[src/pkg/arl_timer_regs.svh]
// Register offsets, field positions and reset values of the auto-reload timer
`ifndef ARL_TIMER_REGS_SVH
`define ARL_TIMER_REGS_SVH

// ------------------------------------------------------------
// Register indices (byte address is four times the index)
// ------------------------------------------------------------
`define IDX_MODE_CONTROL   8'hE5
`define IDX_FLAG_STATUS    8'hE6
`define IDX_CLOCK_CONFIG   8'hE7
`define IDX_RELOAD_VALUE   8'hE9
`define IDX_COMPARE_VALUE  8'hEA
`define IDX_LOAD_PORT      8'hEB

// ------------------------------------------------------------
// Mode control fields
// ------------------------------------------------------------
`define MODE_LOAD_CMD_BIT  7
`define MODE_COUNT_EN_BIT  6
`define MODE_CMP_IE_BIT    3
`define MODE_OVF_IE_BIT    2
`define MODE_RESET         8'h00

// ------------------------------------------------------------
// Flag status fields
// ------------------------------------------------------------
`define FLAG_CMP_BIT       1
`define FLAG_OVF_BIT       0

// ------------------------------------------------------------
// Clock configuration fields
// ------------------------------------------------------------
`define CFG_PS_MSB         7
`define CFG_PS_LSB         5
`define CFG_SRC_MSB        1
`define CFG_SRC_LSB        0
`define SRC_INTERNAL       2'h0
`define SRC_INTERNAL_DIV3  2'h1
`define DIV3_LAST          2'h2

// ------------------------------------------------------------
// Reset values of data registers, and the counter top value
// ------------------------------------------------------------
`define COUNTER_RESET      8'h00
`define DATA_RESET         8'h00
`define COUNTER_TOP        8'hFF

`endif

[src/pkg/arl_timer_pkg.sv]
// Types shared by the auto-reload timer design
`default_nettype none
package arl_timer_pkg;

	// Avalon-MM request from the bus master
	typedef struct packed {
		logic [9:0]  address;
		logic        read;
		logic        write;
		logic [31:0] writedata;
		logic [3:0]  byteenable;
	} avs_req_t;

endpackage : arl_timer_pkg
`default_nettype wire

[src/rtl/arl_timer.sv]
// Auto-reload 8-bit timer with prescaler, compare and Avalon-MM registers
`timescale 1ns/10ps
`default_nettype none
`include "arl_timer_regs.svh"

// How it works
// RQ1 - Counter increments on each prescaler output
// RQ2 - Overflow reloads counter from reload register
// RQ3 - Overflow flag set on FFh to 00h
// RQ4 - Overflow request needs flag and enable
// RQ5 - Compare flag set when counter equals compare
// RQ6 - Compare request needs flag and enable
// RQ7 - Flags cleared by writing zero only
// RQ8 - Software keeps compare within reload..255
// RQ9 - Load bit copies reload, reads zero
// RQ10 - Count enable clear freezes counter, prescaler
// RQ11 - Every counter load clears the prescaler
// RQ12 - Prescaler select gives ratio two power n
// RQ13 - Source select: internal or internal/3
// RQ14 - Load port reads/writes running counter
// RQ15 - Reset leaves load port contents alone
// RQ16 - Reset clears mode control to 00h
// RQ17 - Software writes zero to reserved bits
// RQ18 - Software avoids clock changes while counting
// RQ19 - Software writes reload, then load+enable
// RQ20 - Reset clears the counter
// RQ21 - Load port write copies into counter
// RQ22 - Unused flag bits read zero
module arl_timer (
	input  wire logic                     ref_clk_i,
	input  wire logic                     arst_n_i,
	input  wire arl_timer_pkg::avs_req_t  avs_req_i,
	output logic [31:0]                   avs_readdata_o,
	output logic                          avs_waitrequest_o,
	output logic                          ovf_irq_o,
	output logic                          cmp_irq_o
);
	import arl_timer_pkg::*;

	// ------------------------------------------------------------
	// Register state
	// ------------------------------------------------------------
	logic       count_clock_enable;
	logic       compare_irq_enable;
	logic       overflow_irq_enable;
	logic       overflow_flag;
	logic       compare_flag;
	logic [2:0] prescale_select;
	logic [1:0] clock_source_select;
	logic [7:0] reload_value;
	logic [7:0] compare_value;
	logic [7:0] counter_load_port;
	logic [7:0] reload_counter;
	logic [6:0] timer_prescaler;
	logic [1:0] div3_count;
	logic       bus_ack;

	// ------------------------------------------------------------
	// Bus decode
	// ------------------------------------------------------------
	wire        bus_req    = avs_req_i.read | avs_req_i.write;
	wire [7:0]  reg_idx    = avs_req_i.address[9:2];
	wire        lane0      = avs_req_i.byteenable[0];
	wire [7:0]  wdata      = avs_req_i.writedata[7:0];
	wire        wr_commit  = avs_req_i.write & bus_ack & lane0;
	wire        rd_sample  = avs_req_i.read & ~bus_ack;
	wire        wr_mode    = wr_commit & (reg_idx == `IDX_MODE_CONTROL);
	wire        wr_flags   = wr_commit & (reg_idx == `IDX_FLAG_STATUS);
	wire        wr_config  = wr_commit & (reg_idx == `IDX_CLOCK_CONFIG);
	wire        wr_reload  = wr_commit & (reg_idx == `IDX_RELOAD_VALUE);
	wire        wr_compare = wr_commit & (reg_idx == `IDX_COMPARE_VALUE);
	wire        wr_loadreg = wr_commit & (reg_idx == `IDX_LOAD_PORT);

	// One wait state: request seen, then answered on the next edge
	assign avs_waitrequest_o = bus_req & ~bus_ack;

	always_ff @(posedge ref_clk_i or negedge arst_n_i) begin
		if (!arst_n_i) begin
			bus_ack <= 1'b0;
		end else begin
			bus_ack <= bus_req & ~bus_ack;
		end
	end

	// ------------------------------------------------------------
	// Read multiplexer
	// ------------------------------------------------------------
	wire [7:0] mode_rd  = {1'b0, count_clock_enable, 2'b00,
		compare_irq_enable, overflow_irq_enable, 2'b00}; // [RQ9]
	wire [7:0] flag_rd  = {6'h00, compare_flag, overflow_flag}; // [RQ22]
	wire [7:0] cfg_rd   = {prescale_select, 3'h0, clock_source_select};
	logic [7:0] rd_byte;

	always_comb begin
		unique case (reg_idx)
			`IDX_MODE_CONTROL:  rd_byte = mode_rd;
			`IDX_FLAG_STATUS:   rd_byte = flag_rd;
			`IDX_CLOCK_CONFIG:  rd_byte = cfg_rd;
			`IDX_RELOAD_VALUE:  rd_byte = reload_value;
			`IDX_COMPARE_VALUE: rd_byte = compare_value;
			`IDX_LOAD_PORT:     rd_byte = reload_counter; // [RQ14]
			default:            rd_byte = 8'h00;
		endcase
	end

	always_ff @(posedge ref_clk_i or negedge arst_n_i) begin
		if (!arst_n_i) begin
			avs_readdata_o <= 32'h0000_0000;
		end else if (rd_sample) begin
			avs_readdata_o <= {24'h00_0000, rd_byte};
		end
	end

	// ------------------------------------------------------------
	// Control and data registers
	// ------------------------------------------------------------
	always_ff @(posedge ref_clk_i or negedge arst_n_i) begin
		if (!arst_n_i) begin
			count_clock_enable  <= 1'b0; // [RQ16]
			compare_irq_enable  <= 1'b0;
			overflow_irq_enable <= 1'b0;
		end else if (wr_mode) begin
			count_clock_enable  <= wdata[`MODE_COUNT_EN_BIT];
			compare_irq_enable  <= wdata[`MODE_CMP_IE_BIT];
			overflow_irq_enable <= wdata[`MODE_OVF_IE_BIT];
		end
	end

	always_ff @(posedge ref_clk_i or negedge arst_n_i) begin
		if (!arst_n_i) begin
			prescale_select     <= 3'h0;
			clock_source_select <= `SRC_INTERNAL;
		end else if (wr_config) begin
			prescale_select     <= wdata[`CFG_PS_MSB:`CFG_PS_LSB]; // [RQ12]
			clock_source_select <= wdata[`CFG_SRC_MSB:`CFG_SRC_LSB];
		end
	end

	always_ff @(posedge ref_clk_i or negedge arst_n_i) begin
		if (!arst_n_i) begin
			reload_value  <= `DATA_RESET;
			compare_value <= `DATA_RESET;
		end else begin
			if (wr_reload) begin
				reload_value <= wdata;
			end
			if (wr_compare) begin
				compare_value <= wdata;
			end
		end
	end

	// Holding copy of the last load-port write; kept across reset
	always_ff @(posedge ref_clk_i) begin
		if (wr_loadreg) begin
			counter_load_port <= wdata; // [RQ15]
		end
	end

	// ------------------------------------------------------------
	// Clock source and prescaler
	// ------------------------------------------------------------
	wire load_cmd  = wr_mode & wdata[`MODE_LOAD_CMD_BIT];
	wire any_load  = load_cmd | wr_loadreg;
	wire run       = count_clock_enable & ~any_load; // [RQ10]
	// Reserved source codes give no ticks, so the timer stays put
	wire src_tick  = (clock_source_select == `SRC_INTERNAL) |
		((clock_source_select == `SRC_INTERNAL_DIV3) &
		(div3_count == `DIV3_LAST)); // [RQ13]
	wire [6:0] ps_mask  = ~7'(7'h7F << prescale_select);
	wire tap_hit   = (timer_prescaler & ps_mask) == ps_mask; // [RQ12]
	wire cnt_tick  = run & src_tick & tap_hit; // [RQ1]

	always_ff @(posedge ref_clk_i or negedge arst_n_i) begin
		if (!arst_n_i) begin
			div3_count <= 2'h0;
		end else if (any_load) begin
			div3_count <= 2'h0;
		end else if (run) begin
			div3_count <= (div3_count == `DIV3_LAST) ? 2'h0 : div3_count + 2'h1;
		end
	end

	always_ff @(posedge ref_clk_i or negedge arst_n_i) begin
		if (!arst_n_i) begin
			timer_prescaler <= 7'h00;
		end else if (any_load | (cnt_tick & (reload_counter == `COUNTER_TOP))) begin
			// Auto-reload counts as a load, so it restarts the prescaler too
			timer_prescaler <= 7'h00; // [RQ11]
		end else if (run & src_tick) begin
			timer_prescaler <= timer_prescaler + 7'h01;
		end
	end

	// ------------------------------------------------------------
	// Counter
	// ------------------------------------------------------------
	wire       at_top     = reload_counter == `COUNTER_TOP;
	wire       overflow   = cnt_tick & at_top;
	logic [7:0] next_counter;

	always_comb begin
		if (wr_loadreg) begin
			next_counter = wdata; // [RQ21]
		end else if (load_cmd) begin
			next_counter = reload_value; // [RQ9]
		end else if (overflow) begin
			next_counter = reload_value; // [RQ2]
		end else if (cnt_tick) begin
			next_counter = reload_counter + 8'h01; // [RQ1]
		end else begin
			next_counter = reload_counter;
		end
	end

	wire cnt_moves = any_load | cnt_tick;
	wire cmp_hit   = cnt_moves & (next_counter == compare_value); // [RQ5]

	always_ff @(posedge ref_clk_i or negedge arst_n_i) begin
		if (!arst_n_i) begin
			reload_counter <= `COUNTER_RESET; // [RQ20]
		end else begin
			reload_counter <= next_counter;
		end
	end

	// ------------------------------------------------------------
	// Flags and requests
	// ------------------------------------------------------------
	// Hardware set wins over a software clear in the same cycle
	wire next_ovf = overflow | (overflow_flag &
		~(wr_flags & ~wdata[`FLAG_OVF_BIT])); // [RQ3] [RQ7]
	wire next_cmp = cmp_hit | (compare_flag &
		~(wr_flags & ~wdata[`FLAG_CMP_BIT])); // [RQ7]

	always_ff @(posedge ref_clk_i or negedge arst_n_i) begin
		if (!arst_n_i) begin
			overflow_flag <= 1'b0;
			compare_flag  <= 1'b0;
		end else begin
			overflow_flag <= next_ovf;
			compare_flag  <= next_cmp;
		end
	end

	assign ovf_irq_o = overflow_flag & overflow_irq_enable; // [RQ4]
	assign cmp_irq_o = compare_flag & compare_irq_enable; // [RQ6]
endmodule : arl_timer
`default_nettype wire

[config.mk]
export PLATFORM = sky130hd
export DESIGN_NAME = arl_timer
export DESIGN_NICKNAME = d
export VERILOG_FILES = /design/src/pkg/arl_timer_pkg.sv /design/src/rtl/arl_timer.sv
export VERILOG_INCLUDE_DIRS = /design/src /design/src/pkg
export SDC_FILE = /design/constraint.sdc
export NUM_CORES = 1
export LEC_CHECK = 0
export ABC_AREA = 1
export BUFFER_PORTS_ARGS = -buffer_cell sky130_fd_sc_hd__buf_2
export CAP_MARGIN = 20
export CORE_MARGIN = 1.5
export CORE_UTILIZATION = 53
export CTS_CLUSTER_SIZE = 24
export DETAILED_ROUTE_END_ITERATION = 16
export GPL_ROUTABILITY_DRIVEN = 0
export HOLD_SLACK_MARGIN = 0.12
export PLACE_DENSITY = 0.8
export SKIP_CTS_REPAIR_TIMING = 1
export SLEW_MARGIN = 20
export SYNTH_ARGS = -nofsm -noshare
export SYNTH_HDL_FRONTEND = slang
export SYNTH_SLANG_ARGS = --single-unit
[constraint.sdc]
create_clock -name ref_clk_i -period 2.3 [get_ports ref_clk_i]
set_input_delay 0.115 -clock ref_clk_i [delete_from_list [all_inputs] [get_ports ref_clk_i]]
set_output_delay 0.115 -clock ref_clk_i [all_outputs]
set_load 0.1 [all_outputs]
==> impl_metrics.ini, run 1 <==
[pwr]
p_leak_uw = 0.00181
switching_power_uw = 720
power.total_uw = 2090
switching_share_pct = 34.4
intPower_uw = 1370
p_clk_share_pct = 30.8
ir_worst_vdd_mv = 0.452
p_seq_share_pct = 47.8
pwr-share-comb_pct = 21.4
power_density_nw_per_um2 = 586

[drt]
vias = 2952
drc = 0
drtIter0Drc = 266
firstDrtPassIters = 5
viasPerCell = 5.39
highest_layer = met4
wl_per_cell_um = 14.2
ant_nets = 0
wirelength_mm = 7.76
wl_met2_mm = 3.60
wl_met3_um = 617
m1WireLength_mm = 3.35

[setup_path]
critical_path_buf_inv_count = 1
r2r_cells = 15
required_ns = 2.56
reg2reg_from = div3_count[0]
start_kind = flip-flop
reg2reg_to = compare_flag
crit_top_cell = nand2_1
cp-end-kind = flip-flop
cpLargestDelayFamily = simple AND/OR/NAND/NOR gates
cp_max_fo = 7
slowest_delay_ns = 0.40
path_class = flip-flop to flip-flop
reg2reg_setup_slack_ns = 0.14
cp_data_arrival_time_ns = 2.42
crit_slowest_cell = dfrtp_1
path_cells = inv_1 > nand2_1 > a21oi_2 > nand4_4 > nor2_8 > nand2_2 > nand2_2 > nand2_1 > nand3_1 > nand2_1 > nand2_1 > nand3_1 > nor2_1 > nand3_1 > nand2_1

[timing]
worst_pin_slew_ns = 0.547
slew_viol_final = 0
fmax_ghz = 0.463
clock_skew_ns = 0.00658
setup_violations = 0
hold_violations = 0
min_period_over_period_pct = 93.8
finalCriticalPeriod_ns = 2.16
max-slew-margin-rel_pct = 63.5

[global_routing]
grt.total_usage_pct = 24.7
grt_pass1_wl_mm = 12.1
antenna_found_initial = 0
grt_pass1_vias = 2623
grt_max_degree = 45
grt-ovfl-total = 0

[hold_path]
worstHoldPathType = input port to flip-flop
holdPathStages = 3
hp-start = avs_req_i[6]
holdPathEnd = overflow_irq_enable

[die]
num_rows = 27
die-area_um2 = 6430
die_w_um = 80.2
start_util_pct = 56.0
ioPinCount = 85
core_region_area_um2 = 5640
fp.dieH_um = 80.2

[layout]
diodes = 0
synthToLayoutAreaGrowth_pct = 13.2
fill_cells = 489
multi_input_area_um2 = 1540
fin_util_pct = 63.4
drive_above_1_share_pct = 16.8
final_nets = 527
seqCellArea_um2 = 1300

[placement]
io_buffers = 31
hpwl_mm = 5.87

[logic_synthesis]
ys_types = 34
yosysSeqAreaShare_pct = 41.2
synth.most_common_cell = nand2_1
yosysWarnings = 0
syn_area_um2 = 3160
synth.avg_cell_area_um2 = 7.49
async_flop_share_pct = 100
synth-edff-count = 0
yosysTopAreaCell = dfrtp_1
yosys-top-cells-count = 125 x nand2_1, 54 x inv_1, 52 x dfrtp_1
synth_top_area_share_pct = 41.2
ys_seq_elements = 52
syn_inst = 422
synthTopCellsByArea = dfrtp_1 41%, nand2_1 15%, inv_1 6.4%
synth_ff_type = dfrtp_1

[outcome]
outcome = completed

[clock_network]
clk_latency_ns = 0.32
cts_buffer_depth = 2
h-tree-depth = 2
cts-root-buf = clkbuf_8
cts_sinks = 52
clkTransAtPathRegs_ns = 0.10
cts_buffers = 5
cts_tree = yes

[run]
cap_viol_max_count = 0
how the worst max path moves through the flow:
stage	endpoint	cells after the start	slack (ns)	from
after CTS	compare_flag	15	0.17	div3_count[0]
after global placement	compare_flag	17	0.22	div3_count[0]
after global routing	compare_flag	17	-0.005	div3_count[0]
after floorplan	compare_flag	15	0.41	reload_counter[0]
after detailed placement	compare_flag	15	0.19	div3_count[0]
final	compare_flag	15	0.14	div3_count[0]
placed cells by master, fill, tap and decap left out, drive strengths merged, types with 6 or more instances in the layout:
cell	synthesis	routed
nand2	131	131
inv	56	56
dfrtp	52	52
o21ai	45	45
buf	24	44
nand3	33	33
nor2	27	27
conb	1	24
a21oi	12	13
nor3	7	7
o22ai	7	7
dlygate4sd3	0	6
worst min-delay path, cell delays in order:
cell     delay [ns]
buf_2          0.08
inv_1          0.05
o21ai_0        0.14
per-layer routing:
metal / global-route usage [%] / vias up
li1: - / 1417
met1: 33.9 / 1365
met2: 39.2 / 147
met3: 4.55 / 23
met4: 8.28 / 0
met5: 0 / -
state kept, by name, indices dropped and copies added, names as in the netlist, 2 cells and up:
name and cells:
avs_readdata_o 8, compare_value 8, reload_counter 8, reload_value 8
timer_prescaler 7, prescale_select 3, clock_source_select 2, div3_count 2
layout make-up:
| type | instances | share of cell area, % |
|---|---|---|
| flip-flops and latches | 52 | 36.4 |
| clock buffers | 5 | 1.92 |
| clock inverters | 3 | 1.19 |
| inverters | 58 | 6.09 |
| repair buffers | 50 | 8.82 |
| well taps | 72 | 2.52 |
| multi-input cells | 308 | 43.1 |
stage by stage:
step	hold WS, ns	TNS (ns)	area, µm²	worst slack (ns)	cells
global route	0.140	-0.00541	3580	-0.00541	548
finish	0.106	0	3580	0.142	548
floorplan	-0.181	0	3250	0.412	445
CTS	-0.0187	0	3480	0.174	538
detailed placement	0.323	0	3370	0.195	530
global placement	0.320	0	3370	0.224	530
cell families (layout without fill, tap and decap cells):
kind of cell | count (synthesis) | count (layout) | share of synthesized area, %
XOR/XNOR | 6 | 6 | 1.66
flip-flops | 52 | 52 | 41.2
adder cells (fa/ha/maj) | 2 | 2 | 0.792
other | 1 | 24 | 0.119
buffers and inverters | 86 | 116 | 13.1
AND/OR/NAND/NOR | 203 | 203 | 29.9
AO/OA/AOI/OAI | 72 | 73 | 13.3
power groups by stage:
stage                     Sequential (µW)  Combinational [µW]  Clock (µW)
after floorplan                      1010                 385           0
after global placement               1010                 423           0
after detailed placement             1020                 437           0
after CTS                             999                 438         646
after global routing                 1010                 486         689
final                                1000                 449         644
(Power assumes the default switching activity.)
==> run 2, diff against run 1 <==
--- a/config.mk
+++ b/config.mk
@@ -15,9 +15,7 @@
 export DETAILED_ROUTE_END_ITERATION = 16
 export GPL_ROUTABILITY_DRIVEN = 0
 export HOLD_SLACK_MARGIN = 0.12
-export PLACE_DENSITY = 0.8
-export SKIP_CTS_REPAIR_TIMING = 1
-export SLEW_MARGIN = 20
+export PLACE_DENSITY = 0.79
 export SYNTH_ARGS = -nofsm -noshare
 export SYNTH_HDL_FRONTEND = slang
 export SYNTH_SLANG_ARGS = --single-unit
==> run 2 against run 1 <==
  * Die area unchanged
  * Wire length increased by 3.6%
  * Clock-buffer cell count increased by 2
  * Non-clock buffer count increased by 5
  * Total power increased by 2.9%
  * Hold slack improved by 0.0090 ns
  * Via count increased by 0.98%
  * Sequential power about the same
==> impl_metrics.ini, run 2 (same netlist as run 1, synthesis figures left out) <==
[setup_path]
start_kind = flip-flop
reg2reg_from = div3_count[0]
reg2reg_setup_slack_ns = 0.11
crit_top_cell = nand2_1
cp_max_fo = 7
path_class = flip-flop to flip-flop
cp_data_arrival_time_ns = 2.45
cp.depth = 15
cpLargestDelayFamily = simple AND/OR/NAND/NOR gates
critical_path_buf_inv_count = 1
crit_slowest_cell = dfrtp_1
required_ns = 2.56
r2r_cells = 15
path_cells = inv_1 > nand2_1 > a21oi_2 > nand4_4 > nor2_8 > nand2_2 > nand2_2 > nand2_1 > nand3_1 > nand2_1 > nand2_1 > nand3_1 > nor2_1 > nand3_1 > nand2_1
cp-end-kind = flip-flop
reg2reg_to = compare_flag
slowest_delay_ns = 0.41

[timing]
min_period_over_period_pct = 95.4
clock_skew_ns = 0.00452
setup_ws_ns = 0.106
finalCriticalPeriod_ns = 2.19
slew_viol_final = 0
worst_pin_slew_ns = 0.553
setup_violations = 0
fmax_ghz = 0.456
max-slew-margin-rel_pct = 63.0
hold_violations = 0

[layout]
fin_util_pct = 64.5
layout_common_cells = 125 x nand2_1, 53 x inv_1, 52 x dfrtp_1
final_common_cell = nand2_1
final_nets = 532
final_cells = 553
drive_above_1_share_pct = 18.1
diodes = 0
synthToLayoutAreaGrowth_pct = 15.2

[outcome]
outcome = completed

[drt]
wirelength_mm = 8.04
drtIter0Drc = 299
vias = 2981
viasPerCell = 5.39
ant_nets = 0
wl_per_cell_um = 14.5
drc = 0
firstDrtPassIters = 5

[clock_network]
cts_tree = yes
cts-root-buf = clkbuf_8
cts_sinks = 52
clkTransAtPathRegs_ns = 0.10
cts_buffers = 5
cts_buffer_depth = 2
h-tree-depth = 2
clk_latency_ns = 0.32

[pwr]
p_leak_uw = 0.00184
intPower_uw = 1440
ir_worst_vdd_mv = 0.379
p_clk_share_pct = 32.6
p_seq_share_pct = 46.5
power.total_uw = 2160
pwr-share-comb_pct = 20.9
switching_share_pct = 33.3
power_density_nw_per_um2 = 592
switching_power_uw = 718

[global_routing]
grtUsageMet1_pct = 33.7
use_met3_pct = 5.80
grt-busiest-layer = met2
grt_pass1_vias = 2649
met2_usage_pct = 40.0
grt_pass1_wl_mm = 12.4
grt_max_degree = 40
grt-ovfl-total = 0
antenna_found_initial = 0
grt.total_usage_pct = 25.4

[hold_path]
worstHoldPathType = input port to flip-flop
holdPathEnd = compare_value[2]
holdPathStages = 3
hp-start = avs_req_i[6]

[die]
core_region_area_um2 = 5640
num_rows = 27
start_util_pct = 56.0
die-area_um2 = 6430
fp.dieH_um = 80.2
die_w_um = 80.2
ioPinCount = 85

[placement]
io_buffers = 31
hpwl_mm = 5.80
dp_cells = 529
place_worst_setup_slack_ns = 0.199

[run]
cap_viol_max_count = 0
## run 2: power by group through the flow
stage	Clock, µW	Combinational, µW	Sequential, µW
3_5_place_dp	0	430	1020
4_1_cts	705	440	999
2_1_floorplan	0	385	1010
6_report	703	451	1000
3_3_place_gp	0	423	1010
5_1_grt	744	490	1010
## run 2: layout make-up
class                      instances  area (µm²)
multi-input combinational        308        1550
sequential                        52        1300
clock buffer                       7        96.3
clock inverter                     1        30.0
timing repair buffer              55         350
inverter                          58         221
fill                             501        2000
tap                               72        90.1
## run 2: stage by stage
step | cell area [µm²] | hold WS [ns] | TNS (ns)
after floorplan | 3250 | -0.181 | 0
after global placement | 3360 | 0.0204 | 0
after detailed placement | 3360 | 0.0212 | 0
after CTS | 3550 | 0.122 | 0
after global routing | 3640 | 0.129 | -0.0109
final | 3640 | 0.115 | 0
## run 2: worst max-delay path by stage
stage | startpoint | endpoint | slack, ns
2_1_floorplan | reload_counter[0] | compare_flag | 0.41
3_3_place_gp | bus_ack | compare_flag | 0.23
3_5_place_dp | bus_ack | compare_flag | 0.20
4_1_cts | avs_req_i[36] | compare_flag | 0.08
5_1_grt | avs_req_i[36] | compare_flag | -0.01
6_report | div3_count[0] | compare_flag | 0.11
## run 2: metal layers
layer	share of wire, %	wire, µm
met1	42	3390
met3	8.0	642
met4	3.0	244
met2	47	3760
met5	0	0
## run 2: repair_timing
action	in CTS	in global routing
hold buffers	6	0
gates resized for setup	0	3
buffers inserted	0	9
endpoints found under the hold margin	20	0
endpoints found under the setup margin	0	1
## run 2: tightest hold or removal path, cell delays in order
cell     delay, ns
buf_2         0.07
inv_1         0.06
o21ai_0       0.15
==> run 3, diff against run 2 <==
--- a/config.mk
+++ b/config.mk
@@ -14,8 +14,8 @@
 export CTS_CLUSTER_SIZE = 24
 export DETAILED_ROUTE_END_ITERATION = 16
 export GPL_ROUTABILITY_DRIVEN = 0
-export HOLD_SLACK_MARGIN = 0.12
 export PLACE_DENSITY = 0.79
+export SETUP_SLACK_MARGIN = 0.5
 export SYNTH_ARGS = -nofsm -noshare
 export SYNTH_HDL_FRONTEND = slang
 export SYNTH_SLANG_ARGS = --single-unit
==> run 3 against run 2 <==
  * Combinational power increased by 20%
  * Wire length increased by 13%
  * Worst setup slack improved by 0.0014 ns
  * First-iteration DRC count increased by 39%
  * Via count increased by 6.5%
  * Critical path depth decreased by 2
  * Fmax about the same
  * Cell count increased by 2.5%
  * Register-to-register slack about the same
  * Critical path type unchanged
==> impl_metrics.ini, run 3 (same netlist as run 1, synthesis figures left out) <==
[timing]
setup_tns_ns = 0
rsz0062_at_grt = true
fmax_ghz = 0.456
slew_viol_final = 0
min_period_over_period_pct = 95.3
clock_skew_ns = 0.0131
setup_ws_ns = 0.107
max-slew-margin-rel_pct = 54.1
finalCriticalPeriod_ns = 2.19
worst_pin_slew_ns = 0.688
setup_violations = 0
hold_violations = 0

[layout]
fill_cells = 441
drive_above_1_share_pct = 28.3
seqCellArea_um2 = 1300
final_nets = 546
final_cells = 567
multi_input_area_um2 = 1690
layout_common_cells = 114 x nand2_1, 50 x inv_1, 50 x dfrtp_1
fin_util_pct = 69.0
synthToLayoutAreaGrowth_pct = 23.2
diodes = 0
final_common_cell = nand2_1

[global_routing]
antenna_found_initial = 0
grt.total_usage_pct = 26.8
met2_usage_pct = 45.5
grtUsageMet1_pct = 34.2
grt_pass1_vias = 2879
grt-ovfl-total = 0
grt_max_degree = 28
grt-busiest-layer = met2
use_met3_pct = 4.66
grt_pass1_wl_mm = 13.3

[drt]
vias = 3176
wirelength_mm = 9.06
drtIter0Drc = 415
drc = 0
ant_nets = 0
wl_per_cell_um = 16.0
firstDrtPassIters = 7
viasPerCell = 5.60

[setup_path]
cp-end-kind = flip-flop
worstSetupStartpoint = reload_counter[0]
reg2reg_from = reload_counter[0]
cp_max_fo = 4
required_ns = 2.55
start_kind = flip-flop
worstSetupEndpoint = compare_flag
r2r_cells = 13
path_class = flip-flop to flip-flop
reg2reg_setup_slack_ns = 0.11
reg2reg_to = compare_flag
cp_data_arrival_time_ns = 2.45

[die]
fp.dieH_um = 80.2
num_rows = 27
die_w_um = 80.2
die-area_um2 = 6430
ioPinCount = 85
core_region_area_um2 = 5640
start_util_pct = 56.0

[placement]
dp_cells = 529
hpwl_mm = 5.90
place_worst_setup_slack_ns = 0.167
io_buffers = 31

[pwr]
ir_worst_vdd_mv = 0.392
p_leak_uw = 0.00197
power_density_nw_per_um2 = 544

[clock_network]
h-tree-depth = 2
cts_buffers = 5
cts_tree = yes
cts-root-buf = clkbuf_8
clk_latency_ns = 0.32
clkTransAtPathRegs_ns = 0.10
cts_sinks = 52
cts_buffer_depth = 2

[outcome]
outcome = completed

[run]
cap_viol_max_count = 0

[hold_path]
worstHoldPathType = input port to flip-flop
run 3: changes by cell type in the layout (fill, tap and decap cells not counted), moves of 4 or more:
| cell | before | now |
|---|---|---|
| dlygate4sd3_1 | 6 | 1 |
| nor2_1 | 20 | 16 |
| nand2_1 | 125 | 114 |
| nand3_1 | 30 | 23 |
| nand3_2 | 2 | 8 |
| nand2_2 | 5 | 14 |
| inv_2 | 2 | 7 |
| buf_4 | 18 | 30 |
| buf_6 | 0 | 6 |
run 3: worst min-delay path by stage:
stage	startpoint	end	slack, ns	depth (start not counted)
floorplan	arst_n_i	avs_readdata_o[0]	-0.18	0
global placement	arst_n_i	timer_prescaler[2]	0.18	1
detailed placement	arst_n_i	timer_prescaler[3]	0.19	1
CTS	avs_req_i[36]	bus_ack	0.04	3
global route	avs_req_i[36]	bus_ack	0.06	3
finish	avs_req_i[36]	bus_ack	0.06	3
run 3: timing repair:
item | 4_1_cts | 5_1_grt
pin swaps | 12 | 20
cloned | 1 | 0
setup buffers | 6 | 22
resized for setup | 13 | 40
endpoints found under the setup margin | 6 | 13
endpoints found under the hold margin | 26 | 0
hold buffers | 1 | 0
run 3: routing by layer:
layer | vias to the layer above | share of wire [%] | routed length [µm]
met4 | 0 | 4.1 | 367
li1 | 1451 | - | -
met5 | - | 0 | 0
met2 | 215 | 49 | 4400
met1 | 1458 | 39 | 3520
met3 | 52 | 8.5 | 770
run 3: worst max-delay path, stage by stage, from the launching register on:
cell     delay (ns)
dfrtp_1        0.46
ha_1           0.26
nand2_1        0.18
nor3_4         0.08
buf_4          0.17
a21oi_4        0.19
nand2_1        0.11
nand3_2        0.12
nand2_2        0.08
nand2_1        0.07
nand3_1        0.07
nor2_1         0.13
nand3_1        0.12
nand2_1        0.08
run 3: area by class of cell:
type,instances,share of cell area (%)
clock inverter,2,0.353
timing repair buffer,69,12.7
multi-input combinational,308,43.5
tap,72,2.31
clock buffer,6,2.12
inverter,58,5.59
sequential,52,33.5
run 3: report_power, final:
part	total, µW	switching [µW]	internal [µW]	leakage (µW)
clock network	570	323	247	0.0000516
logic	542	398	145	0.00122
registers	1000	48.7	956	0.000698
run 3: per-stage QoR:
| step | total power [µW] | area [µm²] | hold slack (ns) |
|---|---|---|---|
| 2_1_floorplan | 1390 | 3250 | -0.181 |
| 3_3_place_gp | 1440 | 3380 | 0.183 |
| 3_5_place_dp | 1450 | 3380 | 0.188 |
| 4_1_cts | 2030 | 3590 | 0.0377 |
| 5_1_grt | 2210 | 3890 | 0.0635 |
| 6_report | 2120 | 3890 | 0.0608 |
